[config.mk]
export PLATFORM = sky130hd
export DESIGN_NAME = sfs_spi_master
export DESIGN_NICKNAME = d
export VERILOG_FILES = /design/src/rtl/sfs_pkg.sv /design/src/rtl/sfs_spi_master.sv
export SDC_FILE = /design/constraint.sdc
export NUM_CORES = 2
export LEC_CHECK = 0
export BUFFER_PORTS_ARGS = -buffer_cell sky130_fd_sc_hd__buf_4
export CAP_MARGIN = 20
export CORE_MARGIN = 2
export CORE_UTILIZATION = 51
export CTS_BUF_LIST = sky130_fd_sc_hd__clkbuf_4
export DETAILED_ROUTE_END_ITERATION = 10
export PLACE_DENSITY_LB_ADDON = 0.05
export SYNTH_ARGS = -nofsm -noshare
export SYNTH_HDL_FRONTEND = slang
export SYNTH_SLANG_ARGS = --single-unit
[constraint.sdc]
create_clock -name aclk -period 5.8 [get_ports aclk]
set_input_delay 0.58 -clock aclk [delete_from_list [all_inputs] [get_ports aclk]]
set_output_delay 0.58 -clock aclk [all_outputs]
set_load 0.005 [all_outputs]
[src/rtl/sfs_pkg.sv]
// Package: register map, field layout and types of the SPI master frame sequencer
package sfs_pkg;

  // ----------------------------------------------------------------
  // Register map
  // ----------------------------------------------------------------
  localparam int ADDR_W = 8;
  typedef logic [ADDR_W-1:0] sfs_addr_t;
  localparam sfs_addr_t OFF_CR0 = 8'h00;
  localparam sfs_addr_t OFF_CR1 = 8'h04;
  localparam sfs_addr_t OFF_DATA = 8'h08;
  localparam sfs_addr_t OFF_STATUS = 8'h0C;
  localparam sfs_addr_t OFF_PRESCALE = 8'h10;
  localparam sfs_addr_t OFF_IMASK = 8'h14;
  localparam sfs_addr_t OFF_RAW_IRQ = 8'h18;
  localparam sfs_addr_t OFF_MASKED_IRQ = 8'h1C;
  localparam sfs_addr_t OFF_IRQ_CLEAR = 8'h20;
  localparam sfs_addr_t OFF_DMA = 8'h24;
  localparam sfs_addr_t OFF_RX_COUNT = 8'h28;
  localparam sfs_addr_t OFF_FILL = 8'h2C;
  localparam sfs_addr_t OFF_TXQ_COUNT = 8'h30;
  localparam sfs_addr_t OFF_ITEST = 8'h80;
  localparam sfs_addr_t OFF_TEST_DATA = 8'h8C;

  // ----------------------------------------------------------------
  // Reset values, write masks and field positions
  // ----------------------------------------------------------------
  localparam logic [31:0] CR0_RESET = 32'h1C000000;
  localparam logic [31:0] CR0_WMASK = 32'h0580FFDF;
  localparam logic [31:0] CR1_RESET = 32'h00000000;
  localparam logic [31:0] CR1_WMASK = 32'h002FDFBE;
  localparam logic [31:0] ALL_WMASK = 32'hFFFFFFFF;
  localparam logic [31:0] PRESCALE_WMASK = 32'h000000FE;
  localparam logic [31:0] ZERO_WORD = 32'h00000000;
  localparam int CR0_LEN_LSB = 0;
  localparam int CR0_POL_BIT = 6;
  localparam int CR0_PHA_BIT = 7;
  localparam int CR0_RATE_LSB = 8;
  localparam int CR0_MODE_LSB = 23;
  localparam int CR0_CS1_BIT = 26;
  localparam int CR1_ENABLE_BIT = 1;
  localparam int CR1_ROLE_BIT = 2;
  localparam logic [4:0] LEN_MIN = 5'h03;
  localparam int SR_TX_EMPTY = 0;
  localparam int SR_TX_NOT_FULL = 1;
  localparam int SR_RX_NOT_EMPTY = 2;
  localparam int SR_RX_FULL = 3;
  localparam int SR_BUSY = 4;

  // ----------------------------------------------------------------
  // Queues, bus answers and encodings
  // ----------------------------------------------------------------
  localparam int QDEPTH = 8;
  localparam int QPTR_W = 3;
  localparam logic [1:0] RESP_OKAY = 2'h0;
  localparam logic [1:0] RESP_SLVERR = 2'h2;
  localparam logic [1:0] MODE_FULL = 2'h0;
  localparam logic [1:0] MODE_TX = 2'h1;
  localparam logic [1:0] MODE_RX = 2'h2;
  localparam logic [1:0] MODE_COMB = 2'h3;

  typedef enum logic [2:0] {
    ST_IDLE = 3'b001,
    ST_SHIFT = 3'b010,
    ST_DONE = 3'b100
  } sfs_state_e;

  typedef enum logic [2:0] {
    PH_NONE = 3'b001,
    PH_TXQ = 3'b010,
    PH_FILL = 3'b100
  } sfs_phase_e;

  typedef struct packed {
    logic sclk;
    logic mosi;
    logic cs_n;
  } sfs_pins_s;

  // Address decode shared by the read and the write path
  function automatic logic sfs_mapped(input sfs_addr_t a);
    return a == OFF_CR0 || a == OFF_CR1 || a == OFF_DATA || a == OFF_STATUS || a == OFF_PRESCALE ||
           a == OFF_IMASK || a == OFF_RAW_IRQ || a == OFF_MASKED_IRQ || a == OFF_IRQ_CLEAR ||
           a == OFF_DMA || a == OFF_RX_COUNT || a == OFF_FILL || a == OFF_TXQ_COUNT ||
           a == OFF_ITEST || a == OFF_TEST_DATA;
  endfunction

  // Byte-lane merge; bits outside the mask keep their old value
  function automatic logic [31:0] sfs_merge(input logic [31:0] old, input logic [31:0] wd,
                                            input logic [3:0] strb, input logic [31:0] wmask);
    logic [31:0] r;
    r = old;
    for (int i = 0; i < 4; i++) begin
      if (strb[i]) begin
        r[8*i +: 8] = wd[8*i +: 8];
      end
    end
    return (r & wmask) | (old & ~wmask);
  endfunction

endpackage

[src/rtl/sfs_spi_master.sv]
// SPI master frame sequencer with AXI4-Lite register slave, transmit and receive queues

// Notes on behaviour
// - Sequencing modes act only in master role
// - Mode 0: send queued words, keep replies
// - Mode 1: send queued words, discard replies
// - Mode 2 empty queue: fill, capture, decrement
// - Mode 2: queued words first, then fill
// - Counter zero after last frame halts
// - Receive count drops before frame, queue empty
// - Fill phase ignores newly queued words
// - Queue count drops before each word
// - Then fill frames until receive count zero
// - Combined mode stop conditions
// - Finish one counter before starting other
// - Every frame sent in modes 0, 2 and 3 captures the reply
// - Mode change applies at next word
// - Frame length is length field plus one; field values below 3 give four bits
// - Polarity bit sets idle clock level
// - Phase bit picks sampling edge
// - Rate is clock over prescale times rate plus one
// - Mode field at bits 24:23
// - Bit 26 drives slave select, resets high
// - Role bit: zero is master
// - Enable bit gates serial operation
module sfs_spi_master (
  input wire logic aclk,
  input wire logic aresetn,
  input wire logic [sfs_pkg::ADDR_W-1:0] s_axi_awaddr,
  input wire logic s_axi_awvalid,
  output logic s_axi_awready,
  input wire logic [31:0] s_axi_wdata,
  input wire logic [3:0] s_axi_wstrb,
  input wire logic s_axi_wvalid,
  output logic s_axi_wready,
  output logic [1:0] s_axi_bresp,
  output logic s_axi_bvalid,
  input wire logic s_axi_bready,
  input wire logic [sfs_pkg::ADDR_W-1:0] s_axi_araddr,
  input wire logic s_axi_arvalid,
  output logic s_axi_arready,
  output logic [31:0] s_axi_rdata,
  output logic [1:0] s_axi_rresp,
  output logic s_axi_rvalid,
  input wire logic s_axi_rready,
  input wire logic miso,
  output sfs_pkg::sfs_pins_s spi_pins
);

  // ----------------------------------------------------------------
  // Register storage
  // ----------------------------------------------------------------
  logic [31:0] cr0;
  logic [31:0] cr1;
  logic [31:0] prescale;
  logic [31:0] imask;
  logic [31:0] dma_ctl;
  logic [31:0] itest;
  logic [31:0] test_data;
  logic [31:0] fill_char;
  logic [31:0] rx_count;
  logic [31:0] txq_count;

  // ----------------------------------------------------------------
  // Bus slave state
  // ----------------------------------------------------------------
  logic aw_have;
  logic w_have;
  sfs_pkg::sfs_addr_t aw_addr;
  logic [31:0] w_data;
  logic [3:0] w_strb;

  // Write fires once both halves are held and no response is pending
  wire wr_go = aw_have && w_have && !s_axi_bvalid;
  wire sfs_pkg::sfs_addr_t wr_a = {aw_addr[sfs_pkg::ADDR_W-1:2], 2'b00};
  wire sfs_pkg::sfs_addr_t rd_a = {s_axi_araddr[sfs_pkg::ADDR_W-1:2], 2'b00};
  wire rd_go = s_axi_arvalid && s_axi_arready;
  wire wr_cr0 = wr_go && wr_a == sfs_pkg::OFF_CR0;
  wire wr_cr1 = wr_go && wr_a == sfs_pkg::OFF_CR1;
  wire wr_data = wr_go && wr_a == sfs_pkg::OFF_DATA;
  wire wr_prescale = wr_go && wr_a == sfs_pkg::OFF_PRESCALE;
  wire wr_imask = wr_go && wr_a == sfs_pkg::OFF_IMASK;
  wire wr_dma = wr_go && wr_a == sfs_pkg::OFF_DMA;
  wire wr_rx_count = wr_go && wr_a == sfs_pkg::OFF_RX_COUNT;
  wire wr_fill = wr_go && wr_a == sfs_pkg::OFF_FILL;
  wire wr_txq_count = wr_go && wr_a == sfs_pkg::OFF_TXQ_COUNT;
  wire wr_itest = wr_go && wr_a == sfs_pkg::OFF_ITEST;
  wire wr_test_data = wr_go && wr_a == sfs_pkg::OFF_TEST_DATA;
  wire rd_data = rd_go && rd_a == sfs_pkg::OFF_DATA;

  // Handshake: one write and one read in flight at a time
  assign s_axi_awready = !aw_have && !s_axi_bvalid;
  assign s_axi_wready = !w_have && !s_axi_bvalid;
  assign s_axi_arready = !s_axi_rvalid;

  // ----------------------------------------------------------------
  // Field decode
  // ----------------------------------------------------------------
  wire [4:0] len_field = cr0[sfs_pkg::CR0_LEN_LSB +: 5];
  // Reserved short lengths run as the shortest legal frame
  wire [4:0] len_m1 = (len_field < sfs_pkg::LEN_MIN) ? sfs_pkg::LEN_MIN : len_field;
  wire [7:0] rate_field = cr0[sfs_pkg::CR0_RATE_LSB +: 8];
  wire [1:0] mode = cr0[sfs_pkg::CR0_MODE_LSB +: 2];
  wire pha = cr0[sfs_pkg::CR0_PHA_BIT];
  wire pol = cr0[sfs_pkg::CR0_POL_BIT];
  // Master role and enable both required to start a frame
  wire can_run = cr1[sfs_pkg::CR1_ENABLE_BIT] && !cr1[sfs_pkg::CR1_ROLE_BIT];

  // Half bit period = (prescale / 2) * (1 + rate); prescale below 2 acts as 2
  wire [6:0] pre_half = (prescale[7:1] == 7'h00) ? 7'h01 : prescale[7:1];
  wire [15:0] half_len = 16'(pre_half) * (16'(rate_field) + 16'h0001);
  wire [15:0] half_m1 = half_len - 16'h0001;

  // ----------------------------------------------------------------
  // Transmit and receive queues
  // ----------------------------------------------------------------
  logic [31:0] txq_mem [sfs_pkg::QDEPTH];
  logic [31:0] rxq_mem [sfs_pkg::QDEPTH];
  logic [sfs_pkg::QPTR_W-1:0] txq_wp;
  logic [sfs_pkg::QPTR_W-1:0] txq_rp;
  logic [sfs_pkg::QPTR_W:0] txq_cnt;
  logic [sfs_pkg::QPTR_W-1:0] rxq_wp;
  logic [sfs_pkg::QPTR_W-1:0] rxq_rp;
  logic [sfs_pkg::QPTR_W:0] rxq_cnt;

  wire tx_empty = txq_cnt == '0;
  wire tx_full = txq_cnt == (sfs_pkg::QPTR_W+1)'(sfs_pkg::QDEPTH);
  wire rx_empty = rxq_cnt == '0;
  wire rx_full = rxq_cnt == (sfs_pkg::QPTR_W+1)'(sfs_pkg::QDEPTH);
  wire tx_ne = !tx_empty;

  // ----------------------------------------------------------------
  // Frame sequencing decision, taken only between frames
  // ----------------------------------------------------------------
  sfs_pkg::sfs_state_e state;
  sfs_pkg::sfs_phase_e phase;
  logic keep_reply;

  wire m_full = mode == sfs_pkg::MODE_FULL;
  wire m_tx = mode == sfs_pkg::MODE_TX;
  wire m_rx = mode == sfs_pkg::MODE_RX;
  wire m_comb = mode == sfs_pkg::MODE_COMB;
  wire rx_left = rx_count != '0;
  wire txq_left = txq_count != '0;
  // A counter that has started keeps the link until it runs out
  wire lock_fill = phase == sfs_pkg::PH_FILL && rx_left;
  wire lock_txq = phase == sfs_pkg::PH_TXQ && txq_left;

  // Receive mode: fill frames while locked or queue empty, else queued words
  wire rx_fill = m_rx && (lock_fill || (!tx_ne && rx_left));
  wire rx_word = m_rx && !rx_fill && tx_ne;
  // Combined mode: counted queue words, then counted fill frames
  wire cb_word = m_comb && !lock_fill && txq_left && tx_ne;
  wire cb_fill = m_comb && !txq_left && rx_left && (lock_fill || !tx_ne);
  wire plain_word = (m_full || m_tx) && tx_ne;
  wire sel_word = plain_word || rx_word || cb_word;
  wire sel_fill = rx_fill || cb_fill;
  wire need_reply = !m_tx;
  // Mode sampled here only, so a change mid-frame waits for the next word
  wire go = state == sfs_pkg::ST_IDLE && can_run && (sel_word || sel_fill) &&
            (!need_reply || !rx_full);
  wire dec_rx = go && sel_fill;
  wire dec_txq = go && cb_word;
  wire tx_pop = go && sel_word;
  wire [31:0] next_word = sel_word ? txq_mem[txq_rp] : fill_char;
  wire [4:0] load_shift = 5'h1F - len_m1;

  // ----------------------------------------------------------------
  // Shift engine timing
  // ----------------------------------------------------------------
  logic [15:0] tcnt;
  logic [5:0] hcnt;
  logic sclk_int;
  logic [31:0] tx_sh;
  logic [31:0] rx_sh;

  wire shifting = state == sfs_pkg::ST_SHIFT;
  wire tick = shifting && tcnt == half_m1;
  wire lead = tick && !hcnt[0];
  wire trail = tick && hcnt[0];
  wire last_half = hcnt == {len_m1, 1'b1};
  // Phase 0 samples on leading edges, phase 1 on trailing edges
  wire sample = pha ? trail : lead;
  wire shift_out = pha ? (lead && hcnt != 6'h00) : (trail && !last_half);
  wire rx_push = state == sfs_pkg::ST_DONE && keep_reply && !rx_full;
  wire rx_pop = rd_data && !rx_empty;
  wire tx_push = wr_data && !tx_full;

  // ----------------------------------------------------------------
  // Read data selection
  // ----------------------------------------------------------------
  wire [31:0] status_word = {27'h0, state != sfs_pkg::ST_IDLE, rx_full, !rx_empty, !tx_full, tx_empty};
  wire [31:0] rd_word =
    (rd_a == sfs_pkg::OFF_CR0) ? cr0 :
    (rd_a == sfs_pkg::OFF_CR1) ? cr1 :
    (rd_a == sfs_pkg::OFF_DATA) ? (rx_empty ? sfs_pkg::ZERO_WORD : rxq_mem[rxq_rp]) :
    (rd_a == sfs_pkg::OFF_STATUS) ? status_word :
    (rd_a == sfs_pkg::OFF_PRESCALE) ? prescale :
    (rd_a == sfs_pkg::OFF_IMASK) ? imask :
    (rd_a == sfs_pkg::OFF_DMA) ? dma_ctl :
    (rd_a == sfs_pkg::OFF_RX_COUNT) ? rx_count :
    (rd_a == sfs_pkg::OFF_FILL) ? fill_char :
    (rd_a == sfs_pkg::OFF_TXQ_COUNT) ? txq_count :
    (rd_a == sfs_pkg::OFF_ITEST) ? itest :
    (rd_a == sfs_pkg::OFF_TEST_DATA) ? test_data : sfs_pkg::ZERO_WORD;

  // Write address and data channels, taken in either order
  always_ff @(posedge aclk) begin
    if (!aresetn) begin
      aw_have <= 1'b0;
      w_have <= 1'b0;
      aw_addr <= '0;
      w_data <= '0;
      w_strb <= '0;
    end else begin
      if (s_axi_awvalid && s_axi_awready) begin
        aw_have <= 1'b1;
        aw_addr <= s_axi_awaddr;
      end else if (wr_go) begin
        aw_have <= 1'b0;
      end
      if (s_axi_wvalid && s_axi_wready) begin
        w_have <= 1'b1;
        w_data <= s_axi_wdata;
        w_strb <= s_axi_wstrb;
      end else if (wr_go) begin
        w_have <= 1'b0;
      end
    end
  end

  // Write response; unmapped addresses answer with an error
  always_ff @(posedge aclk) begin
    if (!aresetn) begin
      s_axi_bvalid <= 1'b0;
      s_axi_bresp <= sfs_pkg::RESP_OKAY;
    end else if (wr_go) begin
      s_axi_bvalid <= 1'b1;
      s_axi_bresp <= sfs_pkg::sfs_mapped(wr_a) ? sfs_pkg::RESP_OKAY : sfs_pkg::RESP_SLVERR;
    end else if (s_axi_bready) begin
      s_axi_bvalid <= 1'b0;
    end
  end

  // Read response, one cycle after the address is taken
  always_ff @(posedge aclk) begin
    if (!aresetn) begin
      s_axi_rvalid <= 1'b0;
      s_axi_rdata <= '0;
      s_axi_rresp <= sfs_pkg::RESP_OKAY;
    end else if (rd_go) begin
      s_axi_rvalid <= 1'b1;
      s_axi_rdata <= rd_word;
      s_axi_rresp <= sfs_pkg::sfs_mapped(rd_a) ? sfs_pkg::RESP_OKAY : sfs_pkg::RESP_SLVERR;
    end else if (s_axi_rready) begin
      s_axi_rvalid <= 1'b0;
    end
  end

  // Configuration registers; reserved bits hold their reset value
  always_ff @(posedge aclk) begin
    if (!aresetn) begin
      cr0 <= sfs_pkg::CR0_RESET;
      cr1 <= sfs_pkg::CR1_RESET;
      prescale <= '0;
      imask <= '0;
      dma_ctl <= '0;
      itest <= '0;
      test_data <= '0;
      fill_char <= '0;
    end else begin
      if (wr_cr0) cr0 <= sfs_pkg::sfs_merge(cr0, w_data, w_strb, sfs_pkg::CR0_WMASK);
      if (wr_cr1) cr1 <= sfs_pkg::sfs_merge(cr1, w_data, w_strb, sfs_pkg::CR1_WMASK);
      if (wr_prescale) prescale <= sfs_pkg::sfs_merge(prescale, w_data, w_strb, sfs_pkg::PRESCALE_WMASK);
      if (wr_imask) imask <= sfs_pkg::sfs_merge(imask, w_data, w_strb, sfs_pkg::ALL_WMASK);
      if (wr_dma) dma_ctl <= sfs_pkg::sfs_merge(dma_ctl, w_data, w_strb, sfs_pkg::ALL_WMASK);
      if (wr_itest) itest <= sfs_pkg::sfs_merge(itest, w_data, w_strb, sfs_pkg::ALL_WMASK);
      if (wr_test_data) test_data <= sfs_pkg::sfs_merge(test_data, w_data, w_strb, sfs_pkg::ALL_WMASK);
      if (wr_fill) fill_char <= sfs_pkg::sfs_merge(fill_char, w_data, w_strb, sfs_pkg::ALL_WMASK);
    end
  end

  // Frame counters: a software reload wins over a same-cycle decrement
  always_ff @(posedge aclk) begin
    if (!aresetn) begin
      rx_count <= '0;
      txq_count <= '0;
    end else begin
      if (wr_rx_count) begin
        rx_count <= sfs_pkg::sfs_merge(rx_count, w_data, w_strb, sfs_pkg::ALL_WMASK);
      end else if (dec_rx) begin
        rx_count <= rx_count - 32'h00000001;
      end
      if (wr_txq_count) begin
        txq_count <= sfs_pkg::sfs_merge(txq_count, w_data, w_strb, sfs_pkg::ALL_WMASK);
      end else if (dec_txq) begin
        txq_count <= txq_count - 32'h00000001;
      end
    end
  end

  // Transmit queue; writes to a full queue are dropped
  always_ff @(posedge aclk) begin
    if (!aresetn) begin
      txq_wp <= '0;
      txq_rp <= '0;
      txq_cnt <= '0;
    end else begin
      if (tx_push) txq_wp <= txq_wp + 1'b1;
      if (tx_pop) txq_rp <= txq_rp + 1'b1;
      txq_cnt <= txq_cnt + (sfs_pkg::QPTR_W+1)'(tx_push) - (sfs_pkg::QPTR_W+1)'(tx_pop);
    end
  end

  // Queue storage needs no reset
  always_ff @(posedge aclk) begin
    if (tx_push) txq_mem[txq_wp] <= w_data;
    if (rx_push) rxq_mem[rxq_wp] <= rx_sh;
  end

  // Receive queue; a data read pops one word
  always_ff @(posedge aclk) begin
    if (!aresetn) begin
      rxq_wp <= '0;
      rxq_rp <= '0;
      rxq_cnt <= '0;
    end else begin
      if (rx_push) rxq_wp <= rxq_wp + 1'b1;
      if (rx_pop) rxq_rp <= rxq_rp + 1'b1;
      rxq_cnt <= rxq_cnt + (sfs_pkg::QPTR_W+1)'(rx_push) - (sfs_pkg::QPTR_W+1)'(rx_pop);
    end
  end

  // Frame state and active counter phase
  always_ff @(posedge aclk) begin
    if (!aresetn) begin
      state <= sfs_pkg::ST_IDLE;
      phase <= sfs_pkg::PH_NONE;
      keep_reply <= 1'b0;
    end else begin
      unique case (state)
        sfs_pkg::ST_IDLE: begin
          if (go) begin
            state <= sfs_pkg::ST_SHIFT;
            keep_reply <= need_reply;
            phase <= sel_fill ? sfs_pkg::PH_FILL : (cb_word ? sfs_pkg::PH_TXQ : sfs_pkg::PH_NONE);
          end
        end
        sfs_pkg::ST_SHIFT: begin
          if (tick && last_half) state <= sfs_pkg::ST_DONE;
        end
        sfs_pkg::ST_DONE: begin
          state <= sfs_pkg::ST_IDLE;
          // Spent counter frees the link, so a later reload cannot resume a stale lock
          if (!lock_fill && !lock_txq) phase <= sfs_pkg::PH_NONE;
        end
        default: begin
          state <= sfs_pkg::ST_IDLE;
        end
      endcase
    end
  end

  // Bit timing; the clock toggles only inside a frame
  always_ff @(posedge aclk) begin
    if (!aresetn) begin
      tcnt <= '0;
      hcnt <= '0;
      sclk_int <= 1'b0;
    end else if (!shifting) begin
      tcnt <= '0;
      hcnt <= '0;
      sclk_int <= 1'b0;
    end else if (tick) begin
      tcnt <= '0;
      hcnt <= hcnt + 6'h01;
      sclk_int <= !sclk_int;
    end else begin
      tcnt <= tcnt + 16'h0001;
    end
  end

  // Shift registers, most significant bit first
  always_ff @(posedge aclk) begin
    if (!aresetn) begin
      tx_sh <= '0;
      rx_sh <= '0;
    end else if (go) begin
      tx_sh <= next_word << load_shift;
      rx_sh <= '0;
    end else begin
      if (shift_out) tx_sh <= {tx_sh[30:0], 1'b0};
      if (sample) rx_sh <= {rx_sh[30:0], miso};
    end
  end

  // Serial pins; select follows its control bit directly
  assign spi_pins.sclk = sclk_int ^ pol;
  assign spi_pins.mosi = tx_sh[31];
  assign spi_pins.cs_n = cr0[sfs_pkg::CR0_CS1_BIT];

endmodule

==> metrics <==
CTS Root Cell sky130_fd_sc_hd__clkbuf_4; top routing layer in use met5; flop and latch count out of synthesis 979; Initial Utilization 0.515; die height 303 um; most instantiated cells after synthesis sky130_fd_sc_hd__nand2_1, sky130_fd_sc_hd__edfxtp_1, sky130_fd_sc_hd__dfxtp_1; layout overhead on the synthesized area 15.0%; number of non-filler instances in the completed layout 5884; count of endpoints failing setup in the final report 0; Mapped Area 45500 um2; multiplexer fraction of the synthesized cell area 0.115; fraction of the mapped netlist area in compound gates 0.121; maximum operating frequency 177 MHz; crit path setup slack, layout 0.146 ns; synthesized area per cell 10.8 um2; fin util 0.593; # nets final 4691; failing checks design-rule violations; x dimension of the die 303 um; Hold/Removal Path Class input pin to register; Period minus WS final 5.65 ns; prevailing post-synth register cell sky130_fd_sc_hd__edfxtp_1; instance count after placement with tap cells included 5335; Detail Route Antenna Nets 0; Syn Inst Count 4228; CTS H-Tree Depth 5; number of violations reported at the end of detailed-routing iteration 0 3766; transition time at the pin with the least slew margin 1.21 ns; Worst Reg-to-Reg Cells 22; adder-cell share of the synthesized area 0.0348; post-detailed-placement half-perimeter wirelength 88700 um; number of global-route vias before repair 33900; DR DRC count 4; all-layer global routing usage 0.298; number of buffers between clock root and the deepest sink 4; maximum capacitance violations 0; met2 wire length 61000 um; Worst EP required 6.82 ns; sequential share of the synthesized area 0.543; RSZ-0062 raised after global routing yes; clock share of power 0.446; routability-driven placement congestion ratio 0.930; combinational power share 0.028; largest net degree at the start of global routing 133; Max VDD drop 0.193 mV; clock slew seen by the registers of the worst setup and hold paths 0.07 ns; routed wire length 137000 um; TritonCTS clock tree done; startpoint type of the worst setup path register; number of enable-type register cells in the synthesized netlist 512; number of port buffers 97; outcome complete, but fails checks; post-synthesis share of cell area spent on and, or, nand and nor gates 0.137; DR vias 35400; most area-consuming cells after synthesis sky130_fd_sc_hd__edfxtp_1, sky130_fd_sc_hd__dfxtp_1, sky130_fd_sc_hd__mux4_2; first-pass GRT wire length 207000 um; internal reg-to-reg setup slack 0.15 ns; Critical Path End Type register; total met3 wirelength after detailed routing 11500 um; clock latency of the later-clocked register in the worst-skew pair 1.17 ns; number of optimization iterations in the first detailed-route pass 11; hold wc startpoint s_axi_wvalid; ys async rst share 0; Max Clock Skew 0.104 ns; clock sink count 979; fraction of final layout cells with drive strength greater than 1 0.204; relative slew slack 0.188; Total Neg Setup Slack 0 ns; most used standard cell by instance count after synthesis sky130_fd_sc_hd__nand2_1; critical path start-end classification register to register; overflow left after global routing 0; internal power of the cells 10900 uW; worst slack at placement -0.105 ns; Net Switching 3230 uW; Hold Crit Endpoint w_strb[0]$_SDFFE_PN0P_; number of buffers created by CTS 275; number of antenna violations at the first check in global routing 4; combinational family with the most area after synthesis simple AND/OR/NAND/NOR gates; Synth Warn # 0; share of Yosys cell area claimed by the top area cell type 0.338; total power density per cell area 269 nW/um2; cell taking the most area after synthesis sky130_fd_sc_hd__edfxtp_1; sequential power share 0.526; reg2reg start cr0[9]$_SDFFE_PN0P_; endpoint of the lowest-slack register-to-register path tx_sh[5]$_SDFFE_PN0P_; synthesized-area fraction occupied by xor and xnor cells 0.0135; number of distinct standard cells referenced by the synthesized netlist 86; number of cells on the worst hold path 5; number of pins with negative max-slew slack in the final report 0; number of placement rows 109; data arrival time of the critical path 6.67 ns; static leakage 0.0197 uW; routed length on met1 60700 um; top fanout value on the critical path 15; core box area 88400 um2; Hold Fails Final Rpt 0; routed length per placed instance 23.2 um; switching power as a share of total power 0.229; via density per instance 6.02; top-level port count 104; final clock period utilization by the worst path 0.975; Die Footprint 91700 um2
==> worst max-delay path, stage by stage (launching register included) <==
cell	delay, ns
sky130_fd_sc_hd__dfxtp_4	0.37
sky130_fd_sc_hd__and3_1	0.17
sky130_fd_sc_hd__nand3_2	0.13
sky130_fd_sc_hd__xnor2_2	0.23
sky130_fd_sc_hd__nand2_1	0.12
sky130_fd_sc_hd__fa_1	0.53
sky130_fd_sc_hd__fa_1	0.56
sky130_fd_sc_hd__fa_1	0.42
sky130_fd_sc_hd__fa_1	0.49
sky130_fd_sc_hd__inv_1	0.04
sky130_fd_sc_hd__ha_1	0.28
sky130_fd_sc_hd__o21a_1	0.22
sky130_fd_sc_hd__nand3_1	0.09
sky130_fd_sc_hd__a31oi_1	0.05
sky130_fd_sc_hd__or3_4	0.41
sky130_fd_sc_hd__xnor2_1	0.14
sky130_fd_sc_hd__nor4_1	0.23
sky130_fd_sc_hd__and4_4	0.28
sky130_fd_sc_hd__buf_12	0.13
sky130_fd_sc_hd__a21o_4	0.16
sky130_fd_sc_hd__bufbuf_16	0.29
sky130_fd_sc_hd__nand2_1	0.08
sky130_fd_sc_hd__a21oi_2	0.13
==> layer usage <==
| metal | GRT usage | vias up |
|---|---|---|
| li1 | - | 16200 |
| met1 | 0.435 | 17400 |
| met2 | 0.448 | 1612 |
| met3 | 0.0591 | 247 |
| met4 | 0.0986 | 2 |
| met5 | 0 | - |
==> area by class of cell <==
class / count / area [um2]
Timing Repair Buffer: 320 / 2710
Clock inverter: 41 / 263
Clock buffer: 418 / 3140
Multi-Input combinational cell: 2845 / 19600
Fill cell: 7570 / 36000
Inverter: 108 / 413
Antenna cell: 8 / 20.0
Sequential cell: 979 / 24800
Tap cell: 1165 / 1460
==> metrics by stage <==
stage	hold slack [ns]	area [um2]	power, uW
6_report	0.0970	52400	14100
5_1_grt	0.0335	52400	14600
4_1_cts	0.00180	52100	14200
3_5_place_dp	0.444	47800	7910
3_3_place_gp	0.438	47800	7910
2_1_floorplan	0.432	45500	7690
==> kinds of logic after synthesis <==
family,count (synthesis)
AND/OR/NAND/NOR,1426
flip-flops,979
AO/OA/AOI/OAI,881
buffers and inverters,406
multiplexers,363
adder cells (fa/ha/maj),102
XOR/XNOR,70
other,1
==> sequential cells by signal, indices dropped and copies added (netlist names), 7 cells and up, named ones only <==
name,count
cr0,18
cr1,18
dma_ctl,32
fill_char,32
imask,32
itest,32
prescale,7
rx_count,32
rx_sh,32
rxq_mem,256
s_axi_rdata,32
tcnt,16
test_data,32
tx_sh,32
txq_count,32
txq_mem,256
w_data,32
==> cell usage in the layout, fill, tap and decap left out, drive strengths merged, types with 10 or more instances in the layout <==
cell,count
nand2,597
edfxtp,512
dfxtp,467
clkbuf,420
nor2,410
a21oi,389
buf,244
mux2i,199
o21ai,148
nand3,133
mux4,126
inv,113
nor3,86
dlygate4sd3,73
a31oi,62
ha,61
and2,46
fa,41
a222oi,40
mux2,38
xor2,36
xnor2,34
clkinv,32
a211oi,32
a221oi,30
nor4,29
nand2b,24
nor2b,23
o211ai,18
o22ai,18
a21o,18
or2,15
a22oi,14
o221a,14
and3,14
nand4,13
o21a,12
a32oi,11
a221o,11
or3,10
==> power by group through the flow <==
stage / combinational [uW] / sequential (uW) / clock (uW)
after detailed placement: 346 / 7570 / 0
after floorplan: 218 / 7470 / 0
after global routing: 427 / 7410 / 6780
after CTS: 392 / 7410 / 6420
final: 400 / 7420 / 6280
after global placement: 344 / 7570 / 0
==> timing repair <==
action	in CTS	in global routing
gates cloned	1	2
hold endpoints to repair	62	0
setup buffers	0	3
hold buffers	73	0
endpoints found under the setup margin	47	89
pin swaps	2	12
gates resized for setup	9	38
==> how the worst max path moves through the flow <==
stage / start / end / slack [ns] / cells after the start
detailed placement: cr0[8]$_SDFFE_PN0P_ / tx_sh[24]$_SDFFE_PN0P_ / -0.10 / 23
global placement: cr0[8]$_SDFFE_PN0P_ / tx_sh[24]$_SDFFE_PN0P_ / -0.08 / 22
CTS: cr0[9]$_SDFFE_PN0P_ / tx_sh[9]$_SDFFE_PN0P_ / 0.02 / 24
finish: cr0[9]$_SDFFE_PN0P_ / tx_sh[5]$_SDFFE_PN0P_ / 0.15 / 22
global route: cr0[8]$_SDFFE_PN0P_ / tx_sh[5]$_SDFFE_PN0P_ / -0.08 / 26
floorplan: cr0[9]$_SDFFE_PN0P_ / rx_sh[10]$_SDFFE_PP0P_ / 0.03 / 23
Note: power is estimated with default switching activity, not from simulation.
